File: config.mk
export PLATFORM = sky130hd
export DESIGN_NAME = ocp_top
export DESIGN_NICKNAME = d
export VERILOG_FILES = /design/src/rtl/ocp_pkg.sv /design/src/rtl/ocp_pin_decode.sv /design/src/rtl/ocp_driver_decode.sv /design/src/rtl/ocp_top.sv
export SDC_FILE = /design/constraint.sdc
export NUM_CORES = 1
export LEC_CHECK = 0
export BUFFER_PORTS_ARGS = -buffer_cell sky130_fd_sc_hd__buf_4
export CORE_MARGIN = 2
export CORE_UTILIZATION = 54
export DETAILED_ROUTE_END_ITERATION = 10
export PLACE_DENSITY = 0.83
export SYNTH_ARGS = -nofsm -noshare
export SYNTH_HDL_FRONTEND = slang
export SYNTH_SLANG_ARGS = --single-unit
File: constraint.sdc
create_clock -name clock -period 4.5 [get_ports clock]
set_input_delay 0.225 -clock clock [delete_from_list [all_inputs] [get_ports clock]]
set_output_delay 0.225 -clock clock [all_outputs]
set_load 0.005 [all_outputs]
File: src/rtl/ocp_pkg.sv
// constants, encodings and register map for the output channel power control block
package ocp_pkg;
  localparam int unsigned ADDR_W = 8;
  localparam int unsigned DATA_W = 8;

  // register offsets
  localparam logic [7:0] OFS_CHANNEL_POWER_DOWN  = 8'h1e;
  localparam logic [7:0] OFS_OUTPUT_ZERO_CONTROL = 8'h1f;
  localparam logic [7:0] OFS_OUTPUT_ONE_CONTROL  = 8'h20;

  // power-down register fields
  localparam int unsigned POS_PAIR_ZERO_ONE_OFF      = 0;
  localparam int unsigned POS_PAIR_TWO_THREE_OFF     = 1;
  localparam int unsigned POS_CHAN_FOUR_OFF          = 2;
  localparam int unsigned POS_CHAN_SEVEN_OFF         = 5;
  localparam int unsigned POS_SINGLE_ENDED_CHAN_OFF  = 6;
  localparam logic [7:0]  MASK_CHANNEL_POWER_DOWN    = 8'h7f;
  localparam logic [7:0]  RST_CHANNEL_POWER_DOWN     = 8'h00;

  // output control register fields
  localparam int unsigned POS_SOURCE   = 7;
  localparam int unsigned POS_FMT_HI   = 6;
  localparam int unsigned POS_FMT_LO   = 5;
  localparam int unsigned POS_DRA_HI   = 4;
  localparam int unsigned POS_DRA_LO   = 3;
  localparam int unsigned POS_DRB_HI   = 2;
  localparam int unsigned POS_DRB_LO   = 1;
  localparam logic [7:0]  MASK_OUTPUT_ZERO_CONTROL = 8'hfe;
  localparam logic [7:0]  MASK_OUTPUT_ONE_CONTROL  = 8'h7e;
  localparam logic [0:0]  RST_SOURCE   = 1'h1;
  localparam logic [1:0]  RST_FMT      = 2'h1;
  localparam logic [1:0]  RST_DRA      = 2'h2;
  localparam logic [1:0]  RST_DRB      = 2'h0;
  localparam logic [7:0]  RST_OUTPUT_ZERO_CONTROL = {RST_SOURCE, RST_FMT, RST_DRA, RST_DRB, 1'b0};
  localparam logic [7:0]  RST_OUTPUT_ONE_CONTROL  = {1'b0, RST_FMT, RST_DRA, RST_DRB, 1'b0};

  // source select
  localparam logic SRC_FIRST_SYNTH  = 1'b0;
  localparam logic SRC_SECOND_SYNTH = 1'b1;

  // driver format
  typedef enum logic [1:0] {
    OCP_FMT_OFF    = 2'h0,
    OCP_FMT_ACDIFF = 2'h1,
    OCP_FMT_HCSL   = 2'h2,
    OCP_FMT_CMOS   = 2'h3
  } ocp_fmt_e;

  // tail current selects, one-hot
  localparam logic [3:0] TAIL_4MA  = 4'h1;
  localparam logic [3:0] TAIL_6MA  = 4'h2;
  localparam logic [3:0] TAIL_8MA  = 4'h4;
  localparam logic [3:0] TAIL_16MA = 4'h8;

  // hcsl load selects, one-hot (zero = tristate)
  localparam logic [2:0] LOAD_50   = 3'h1;
  localparam logic [2:0] LOAD_100  = 3'h2;
  localparam logic [2:0] LOAD_200  = 3'h4;
endpackage

File: src/rtl/ocp_pin_decode.sv
// single-ended pin mode decode shared by both pins of a channel
`timescale 1ns/1ps
module ocp_pin_decode (
  // mode field and enable
  input  wire logic [1:0] mode,
  input  wire logic       cmos_sel,
  // pin controls
  output logic            pin_en,
  output logic            pin_low,
  output logic            pin_invert
);
  // 0 tristate, 1 driven low, 2 up inverted, 3 up true
  always_comb begin
    pin_en     = cmos_sel && (mode != 2'h0);
    pin_low    = cmos_sel && (mode == 2'h1);
    pin_invert = cmos_sel && (mode == 2'h2);
  end
endmodule

File: src/rtl/ocp_driver_decode.sv
// decode of one output driver control: format, tail current, load, cmos pins
`timescale 1ns/1ps
module ocp_driver_decode (
  // fields
  input  wire logic [1:0] fmt,
  input  wire logic [1:0] drive_a,
  input  wire logic [1:0] drive_b,
  // decoded controls
  output logic            drv_on,
  output logic            diff_on,
  output logic            hcsl_on,
  output logic [3:0]      tail_sel,
  output logic [2:0]      load_sel,
  output logic            p_en,
  output logic            p_low,
  output logic            p_inv,
  output logic            n_en,
  output logic            n_low,
  output logic            n_inv
);
  logic cmos_sel;

  always_comb begin
    drv_on   = (fmt != ocp_pkg::OCP_FMT_OFF);
    diff_on  = (fmt == ocp_pkg::OCP_FMT_ACDIFF) || (fmt == ocp_pkg::OCP_FMT_HCSL);
    hcsl_on  = (fmt == ocp_pkg::OCP_FMT_HCSL);
    cmos_sel = (fmt == ocp_pkg::OCP_FMT_CMOS);
    tail_sel = 4'h0;
    if (diff_on) begin
      unique case (drive_a)
        2'h0: tail_sel = ocp_pkg::TAIL_4MA;
        2'h1: tail_sel = ocp_pkg::TAIL_6MA;
        2'h2: tail_sel = ocp_pkg::TAIL_8MA;
        2'h3: tail_sel = hcsl_on ? ocp_pkg::TAIL_16MA : ocp_pkg::TAIL_8MA;
      endcase
    end
    load_sel = 3'h0;
    if (hcsl_on) begin
      unique case (drive_b)
        2'h0: load_sel = 3'h0;
        2'h1: load_sel = ocp_pkg::LOAD_50;
        2'h2: load_sel = ocp_pkg::LOAD_100;
        2'h3: load_sel = ocp_pkg::LOAD_200;
      endcase
    end
  end

  ocp_pin_decode u_pos (
    .mode       (drive_a),
    .cmos_sel   (cmos_sel),
    .pin_en     (p_en),
    .pin_low    (p_low),
    .pin_invert (p_inv)
  );

  ocp_pin_decode u_neg (
    .mode       (drive_b),
    .cmos_sel   (cmos_sel),
    .pin_en     (n_en),
    .pin_low    (n_low),
    .pin_invert (n_inv)
  );
endmodule

File: src/rtl/ocp_top.sv
// register bank for channel power-down and output 0/1 driver control
// Overview of operation
// - channel 4-7 off bits disable mux and divider
// - bit 1 disables channel 2/3 mux, divider
// - bit 0 disables channel 0/1 mux, divider
// - bit 6 single-ended channel off; resets zero
// - bit 7 picks second synth; resets one
// - output 0 format decode, resets to 1
// - output 1 own format field; bit 7 reserved
// - drive field a: tail current or positive pin
// - drive field b: load or negative pin
`timescale 1ns/1ps
module ocp_top (
  // clock and reset
  input  wire logic       clock,
  input  wire logic       reset_n,
  // register port
  input  wire logic [7:0] reg_addr,
  input  wire logic [7:0] reg_wdata,
  input  wire logic       reg_write,
  input  wire logic       reg_read,
  output logic      [7:0] reg_rdata,
  // channel power-down controls
  output logic            pair_zero_one_off,
  output logic            pair_two_three_off,
  output logic      [3:0] chan_four_to_seven_off,
  output logic            single_ended_channel_off,
  // pair zero/one source
  output logic            pair_zero_one_source,
  output logic            pair_zero_one_run,
  // output zero driver
  output logic            out_zero_drv_on,
  output logic            out_zero_diff_on,
  output logic            out_zero_hcsl_on,
  output logic      [3:0] out_zero_tail_sel,
  output logic      [2:0] out_zero_load_sel,
  output logic      [5:0] out_zero_pins,
  // output one driver
  output logic            out_one_drv_on,
  output logic            out_one_diff_on,
  output logic            out_one_hcsl_on,
  output logic      [3:0] out_one_tail_sel,
  output logic      [2:0] out_one_load_sel,
  output logic      [5:0] out_one_pins
);
  // register state
  logic [7:0] channel_power_down;
  logic [7:0] output_zero_control;
  logic [7:0] output_one_control;
  logic [7:0] next_channel_power_down;
  logic [7:0] next_output_zero_control;
  logic [7:0] next_output_one_control;
  logic [7:0] next_reg_rdata;

  // registered decoded controls
  logic       next_pair_zero_one_off;
  logic       next_pair_two_three_off;
  logic [3:0] next_chan_four_to_seven_off;
  logic       next_single_ended_channel_off;
  logic       next_pair_zero_one_source;
  logic       next_pair_zero_one_run;

  // decoder outputs, one set per driver
  logic       z_on;
  logic       z_diff;
  logic       z_hcsl;
  logic [3:0] z_tail;
  logic [2:0] z_load;
  logic [5:0] z_pins;
  logic       o_on;
  logic       o_diff;
  logic       o_hcsl;
  logic [3:0] o_tail;
  logic [2:0] o_load;
  logic [5:0] o_pins;

  // register writes and read mux
  always_comb begin
    next_channel_power_down  = channel_power_down;
    next_output_zero_control = output_zero_control;
    next_output_one_control  = output_one_control;
    next_reg_rdata           = 8'h00;
    if (reg_write) begin
      unique case (reg_addr)
        ocp_pkg::OFS_CHANNEL_POWER_DOWN:
          next_channel_power_down = reg_wdata & ocp_pkg::MASK_CHANNEL_POWER_DOWN;
        ocp_pkg::OFS_OUTPUT_ZERO_CONTROL:
          next_output_zero_control = reg_wdata & ocp_pkg::MASK_OUTPUT_ZERO_CONTROL;
        ocp_pkg::OFS_OUTPUT_ONE_CONTROL:
          next_output_one_control = reg_wdata & ocp_pkg::MASK_OUTPUT_ONE_CONTROL;
        default: begin
        end
      endcase
    end
    // unmapped addresses read zero
    if (reg_read) begin
      unique case (reg_addr)
        ocp_pkg::OFS_CHANNEL_POWER_DOWN:  next_reg_rdata = channel_power_down;
        ocp_pkg::OFS_OUTPUT_ZERO_CONTROL: next_reg_rdata = output_zero_control;
        ocp_pkg::OFS_OUTPUT_ONE_CONTROL:  next_reg_rdata = output_one_control;
        default:                          next_reg_rdata = 8'h00;
      endcase
    end
  end

  // control decode from the register contents
  always_comb begin
    next_pair_zero_one_off   = channel_power_down[ocp_pkg::POS_PAIR_ZERO_ONE_OFF];
    next_pair_two_three_off  = channel_power_down[ocp_pkg::POS_PAIR_TWO_THREE_OFF];
    next_chan_four_to_seven_off =
      channel_power_down[ocp_pkg::POS_CHAN_SEVEN_OFF:ocp_pkg::POS_CHAN_FOUR_OFF];
    next_single_ended_channel_off = channel_power_down[ocp_pkg::POS_SINGLE_ENDED_CHAN_OFF];
    next_pair_zero_one_source = output_zero_control[ocp_pkg::POS_SOURCE];
    // the power-down bit only stops mux and divider; the buffers follow format alone
    next_pair_zero_one_run = !channel_power_down[ocp_pkg::POS_PAIR_ZERO_ONE_OFF];
  end

  ocp_driver_decode u_zero (
    .fmt      (output_zero_control[ocp_pkg::POS_FMT_HI:ocp_pkg::POS_FMT_LO]),
    .drive_a  (output_zero_control[ocp_pkg::POS_DRA_HI:ocp_pkg::POS_DRA_LO]),
    .drive_b  (output_zero_control[ocp_pkg::POS_DRB_HI:ocp_pkg::POS_DRB_LO]),
    .drv_on   (z_on),
    .diff_on  (z_diff),
    .hcsl_on  (z_hcsl),
    .tail_sel (z_tail),
    .load_sel (z_load),
    .p_en     (z_pins[0]),
    .p_low    (z_pins[1]),
    .p_inv    (z_pins[2]),
    .n_en     (z_pins[3]),
    .n_low    (z_pins[4]),
    .n_inv    (z_pins[5])
  );

  ocp_driver_decode u_one (
    .fmt      (output_one_control[ocp_pkg::POS_FMT_HI:ocp_pkg::POS_FMT_LO]),
    .drive_a  (output_one_control[ocp_pkg::POS_DRA_HI:ocp_pkg::POS_DRA_LO]),
    .drive_b  (output_one_control[ocp_pkg::POS_DRB_HI:ocp_pkg::POS_DRB_LO]),
    .drv_on   (o_on),
    .diff_on  (o_diff),
    .hcsl_on  (o_hcsl),
    .tail_sel (o_tail),
    .load_sel (o_load),
    .p_en     (o_pins[0]),
    .p_low    (o_pins[1]),
    .p_inv    (o_pins[2]),
    .n_en     (o_pins[3]),
    .n_low    (o_pins[4]),
    .n_inv    (o_pins[5])
  );

  // registers; outputs trail the register file by one clock
  always_ff @(posedge clock) begin
    if (!reset_n) begin
      channel_power_down       <= ocp_pkg::RST_CHANNEL_POWER_DOWN;
      output_zero_control      <= ocp_pkg::RST_OUTPUT_ZERO_CONTROL;
      output_one_control       <= ocp_pkg::RST_OUTPUT_ONE_CONTROL;
      reg_rdata                <= 8'h00;
      pair_zero_one_off        <= 1'b0;
      pair_two_three_off       <= 1'b0;
      chan_four_to_seven_off   <= 4'h0;
      single_ended_channel_off <= 1'b0;
      pair_zero_one_source     <= ocp_pkg::SRC_SECOND_SYNTH;
      pair_zero_one_run        <= 1'b1;
      out_zero_drv_on          <= 1'b1;
      out_zero_diff_on         <= 1'b1;
      out_zero_hcsl_on         <= 1'b0;
      out_zero_tail_sel        <= ocp_pkg::TAIL_8MA;
      out_zero_load_sel        <= 3'h0;
      out_zero_pins            <= 6'h00;
      out_one_drv_on           <= 1'b1;
      out_one_diff_on          <= 1'b1;
      out_one_hcsl_on          <= 1'b0;
      out_one_tail_sel         <= ocp_pkg::TAIL_8MA;
      out_one_load_sel         <= 3'h0;
      out_one_pins             <= 6'h00;
    end else begin
      channel_power_down       <= next_channel_power_down;
      output_zero_control      <= next_output_zero_control;
      output_one_control       <= next_output_one_control;
      reg_rdata                <= next_reg_rdata;
      pair_zero_one_off        <= next_pair_zero_one_off;
      pair_two_three_off       <= next_pair_two_three_off;
      chan_four_to_seven_off   <= next_chan_four_to_seven_off;
      single_ended_channel_off <= next_single_ended_channel_off;
      pair_zero_one_source     <= next_pair_zero_one_source;
      pair_zero_one_run        <= next_pair_zero_one_run;
      out_zero_drv_on          <= z_on;
      out_zero_diff_on         <= z_diff;
      out_zero_hcsl_on         <= z_hcsl;
      out_zero_tail_sel        <= z_tail;
      out_zero_load_sel        <= z_load;
      out_zero_pins            <= z_pins;
      out_one_drv_on           <= o_on;
      out_one_diff_on          <= o_diff;
      out_one_hcsl_on          <= o_hcsl;
      out_one_tail_sel         <= o_tail;
      out_one_load_sel         <= o_load;
      out_one_pins             <= o_pins;
    end
  end
endmodule

# Yosys cells after proc, flatten, opt, wreduce, memory -nomap -nowiden

Index checks and enable logic that the tools add are counted.

Equality and inequality tests: 21
Muxes and demuxes: 9
Reduce and logical (&&, ||, !) cells: 33

Operator list:

| cell                 | number |
|---|---|
| $pmux W4 S4          | 2 |
| $eq A2 B2 Y1 const B | 12 |
| $pmux W3 S4          | 2 |
| $pmux W8 S3          | 1 |
| $eq A8 B5 Y1 const B | 2 |
| $reduce_and A2 Y1    | 8 |
| $eq A2 B1 Y1 const B | 6 |
| $logic_and A1 B1 Y1  | 12 |
| $reduce_bool A2 Y1   | 6 |
| $eq A8 B6 Y1 const B | 1 |
| $logic_not A2 Y1     | 4 |
| $mux W4              | 2 |
| $mux W3              | 2 |
| $logic_or A1 B1 Y1   | 2 |
| $logic_not A1 Y1     | 1 |

Flip-flop bits (word level): 69
Input bits: 20
Output and inout bits: 49

# Logic depth before layout (Yosys ltp)

Word-level depth: 4
Gate-level depth with buffers: 5

# By module

Synthesis repeated with hierarchy kept, for this count alone.

Cell total of the unflattened synthesis: 250
Area total of the unflattened synthesis: 2621.3 um^2

By module, submodules not included:

| module            | times used | cells each | area an instance (um^2) | sequential area each (um^2) |
|---|---|---|---|---|
| ocp_top           | 1          | 206        | 2313.5                  | 1381.3 |
| ocp_driver_decode | 2          | 16         | 103.8                   | 0.0 |
| ocp_pin_decode    | 4          | 3          | 25.0                    | 0.0 |

# Worst setup path after synthesis

No wires, ideal clock.

Path kind: input to register
Start: input port reg_addr[5]
End: register channel_power_down[0]
Setup time: 0.117 ns
Data arrival time: 1.522 ns
Required time: 4.383 ns
Slack: 2.861 ns
Stages on the path: 5
Path buffers: 1
Path through: or4b_4 or4_4 buf_6 nand2_1 a21boi_1

Cells in the longest elaborated chain, start to end: 2

RTL lines:

| what                        | RTL line       | text |
|---|---|---|
| start: declaration          | ocp_top.sv:18  | `input wire logic [7:0] reg_addr,` |
| $eq A8 B5 Y1                | ocp_top.sv:84  | `unique case (reg_addr)` |
| $reduce_and A2 Y1 (no line) | --             |  |
| end signal: assignment      | ocp_top.sv:155 | `channel_power_down <= ocp_pkg::RST_CHANNEL_POWER_DOWN;` |
| end signal: assignment      | ocp_top.sv:178 | `channel_power_down <= next_channel_power_down;` |
| end: declaration            | ocp_top.sv:47  | `logic [7:0] channel_power_down;` |

Every way passes these cells.
A chain may end at the register's enable or synchronous reset.

# Final worst setup path

Start: input port reg_addr[5]
End: register reg_rdata[6]

Cells in the longest elaborated chain, start to end: 2
Elaborated cells on any way between the ends: 4
Those cells by class: eq/ne: 3; mux: 1

RTL lines:

| what                                         | RTL line       | text |
|---|---|---|
| $eq A8 B6 Y1 or $eq A8 B5 Y1 (tied branches) | ocp_top.sv:97  | `unique case (reg_addr)` |
| $pmux W8 S3 *                                | ocp_top.sv:97  |  |
| end signal: assignment                       | ocp_top.sv:181 | `reg_rdata <= next_reg_rdata;` |
| end: declaration                             | ocp_top.sv:22  | `output logic [7:0] reg_rdata,` |

Mark *: on every way between the ends. The rest lies on a longest branch, timed or not.

==> load_flow_metrics.sql <==
INSERT INTO impl_metrics (metric_group, metric, value, unit) VALUES
('power', 'power.density', '356.2', 'nW/um2'),
('flow_run', 'cap_violations', '0', ''),
('sta', 'finalSetupViolations', '0', ''),
('global_routing', 'grt_start_max_net_pins', '42', ''),
('sta', 'skew', '0.009271', 'ns'),
('global_routing', 'antenna_violations_before_repair', '0', ''),
('clock_tree', 'postCtsSetupRepairBufs', '0', ''),
('sta', 'fin_ws', '3.001', 'ns'),
('sta', 'finalCritPeriodShare', '33.31', '%'),
('sta', 'maxClockFrequency', '667.1', 'MHz'),
('floorplanning', 'die-area', '4905', 'um2'),
('worst_hold_path', 'min_path_type', 'primary input to flip-flop', ''),
('yosys', 'postSynthRegisterBits', '69', ''),
('global_routing', 'globalRouteTotalUtil', '21.99', '%'),
('sta', 'rsz0062_at_grt', 'no', ''),
('placement', 'numPortBuffers', '68', ''),
('clock_tree', 'cts-hold-fix-buffers', '0', ''),
('layout', 'nets', '341', ''),
('yosys', 'synth.top_cell.area_share', '58.66', '%'),
('setup_path', 'setup.worst_path.start_class', 'primary input', ''),
('setup_path', 'cp_max_fo', '14', ''),
('global_routing', 'wire_length_of_the_first_global_routing_pass', '8355', 'um'),
('yosys', 'netlist-cell-type-count', '28', ''),
('clock_tree', 'cts_htree_levels', '3', ''),
('sta', 'final_slew_violations', '0', ''),
('sta', 'tns', '0', 'ns'),
('clock_tree', 'cts_root_cell', 'sky130_fd_sc_hd__clkbuf_8', ''),
('floorplanning', 'start_util', '55.22', '%'),
('placement', 'gpl.final_weighted_congestion', '0.8240', ''),
('sta', 'slew_headroom', '61.59', '%'),
('detailed_routing', 'drtAntennaViolNets', '0', ''),
('clock_tree', 'cts_tree', 'done', ''),
('detailed_routing', 'vias', '1890', ''),
('sta', 'timing_worst_slew_pin_value', '0.5743', 'ns'),
('yosys', 'synth_largest_area_cell', 'sky130_fd_sc_hd__dfxtp_1', ''),
('layout', 'syn_to_final_growth', '29.49', '%'),
('clock_tree', 'number_of_sinks_driven_by_the_clock_tree', '69', ''),
('detailed_routing', 'route.final.wire_length', '4892', 'um'),
('setup_path', 'timing_worst_setup_path_type', 'primary input to flip-flop', ''),
('detailed_routing', 'drt_iter0_drc', '93', ''),
('clock_tree', 'postCtsResizedCells', '0', ''),
('detailed_routing', 'drt_drc_violations_left', '0', ''),
('placement', 'place_worst_setup_slack', '2.682', 'ns'),
('floorplanning', 'io_pins', '69', ''),
('floorplanning', 'placement_rows', '24', ''),
('layout', 'drive_gt1_share', '26.88', '%'),
('detailed_routing', 'drt_pre_antenna_iters', '5', ''),
('layout', 'antennaDiodeCount', '0', ''),
('yosys', 'postSynthCellCount', '249', ''),
('yosys', 'yosys_warnings', '0', ''),
('clock_tree', 'clockBufferDepth', '2', ''),
('setup_path', 'worst_setup_path_end_kind', 'flip-flop', ''),
('setup_path', 'critical-path-slowest-cell', 'sky130_fd_sc_hd__or4b_4', ''),
('global_routing', 'first_global_vias', '1833', ''),
('run_status', 'run_status', 'completed', ''),
('yosys', 'synth.net_count', '275', ''),
('floorplanning', 'floorplan.die.height', '70.04', 'um'),
('sta', 'hold_violations', '0', ''),
('power', 'power.static_leakage', '1.322', 'nW'),
('yosys', 'netlist_top_cells_count', 'sky130_fd_sc_hd__dfxtp_1 (69), sky130_fd_sc_hd__nand2_1 (37), sky130_fd_sc_hd__nand3_1 (30), sky130_fd_sc_hd__nor2_1 (26), sky130_fd_sc_hd__a21boi_1 (15)', ''),
('placement', 'post-place-cells', '356', ''),
('global_routing', 'grt_remaining_overflow', '0', ''),
('yosys', 'synthMostInstantiatedCell', 'sky130_fd_sc_hd__dfxtp_1', ''),
('yosys', 'synth_sequential_area_ratio', '58.66', '%'),
('layout', 'instances_no_fill', '372', ''),
('clock_tree', 'tritoncts.num_buffers', '9', ''),
('setup_path', 'arrival', '1.77', 'ns'),
('power', 'irDropWorstVdd', '0.2292', 'mV'),
('floorplanning', 'fp.coreArea', '4264', 'um2'),
('yosys', 'synthArstFlopShare', '0', '%'),
('placement', 'dp_hpwl', '3500', 'um');
==> sequential cells by signal (all words and copies together), names as in the netlist, 3 cells and up <==
| name | cells |
|---|---|
| output_one_control | 6 |
| output_zero_control | 7 |
| reg_rdata | 8 |
| out_one_load_sel | 3 |
| out_zero_pins | 6 |
| out_one_tail_sel | 4 |
| channel_power_down | 7 |
| out_one_pins | 6 |
| chan_four_to_seven_off | 4 |
| out_zero_tail_sel | 4 |
| out_zero_load_sel | 3 |
==> path summary, 6_finish.rpt <==
path	start	end	slack [ns]	cells past startpoint
setup reg to reg	output_one_control[5]$_SDFFE_PN1P_	out_one_load_sel[2]$_SDFF_PN0_	3.30	5
hold reg to reg	channel_power_down[0]$_SDFFE_PN0P_	pair_zero_one_run$_SDFF_PN1_	0.41	1
setup / recovery	reg_addr[5]	reg_rdata[6]$_SDFF_PN0_	3.00	5
hold / removal	reg_wdata[7]	output_zero_control[7]$_SDFFE_PN1P_	0.13	3
==> final cells by class <==
class / instances / area (um2)
Inverter: 8 / 30.03
Fill cell: 339 / 1215
Clock buffer: 12 / 145.1
Sequential cell: 69 / 1381
Timing Repair Buffer: 68 / 510.5
Multi-Input combinational cell: 159 / 884.6
Tap cell: 52 / 65.06
Clock inverter: 4 / 32.53
==> routing by layer <==
layer  share of wire (%)  up-vias  global-route usage, %  routed length (um)
met2                  51       60                  37.25                2487
met3                 5.5       12                  5.916                 267
li1                    -      965                      -                   -
met1                  41      853                  25.14                2030
met4                 2.2        0                  11.97                 106
met5                   0        -                      0                   0
==> through the flow <==
stage	utilization (%)	instance area [um2]	hold slack, ns
after global placement	67.34	2872	0.3980
after global routing	71.51	3049	0.1333
after CTS	71.51	3049	0.1306
after detailed placement	67.34	2872	0.4009
final	71.51	3049	0.1341
after floorplan	-	2355	0.3714
==> cells by family (layout without fill, tap and decap cells) <==
| group | Yosys count | after routing | share of synthesized area (%) |
|---|---|---|---|
| simple gates | 127 | 127 | 26.41 |
| flops | 69 | 69 | 58.66 |
| compound gates | 26 | 26 | 7.970 |
| buf+inv | 21 | 92 | 3.772 |
| fa+ha+maj | 6 | 6 | 3.188 |
==> critical path: cells and delay by family <==
| family | cells | cell delay [ns] |
|---|---|---|
| buffers and inverters | 1 | 0.11 |
| and+or+nand+nor | 2 | 1.07 |
| AOI/OAI and AO/OA | 2 | 0.36 |
==> cells in the final DEF, fill, tap and decap left out, drive strengths merged, types with 3 or more instances in the layout <==
| master | Yosys | layout |
|---|---|---|
| dfxtp | 69 | 69 |
| buf | 4 | 68 |
| nand2 | 37 | 37 |
| nand3 | 30 | 30 |
| nor2 | 27 | 27 |
| a21boi | 15 | 15 |
| clkbuf | 9 | 12 |
| nand2b | 9 | 9 |
| inv | 8 | 9 |
| and2 | 7 | 7 |
| ha | 6 | 6 |
| and3 | 5 | 5 |
| a22oi | 4 | 4 |
| a21oi | 4 | 4 |
| nor3 | 3 | 3 |
==> where the power goes <==
part           leakage [nW]  internal, W  switching (W)
logic                 0.683    0.0000153      0.0000164
clock network        0.0832     0.000218       0.000225
registers             0.556     0.000611    0.000000418
Note: power is estimated with default switching activity, not from simulation.
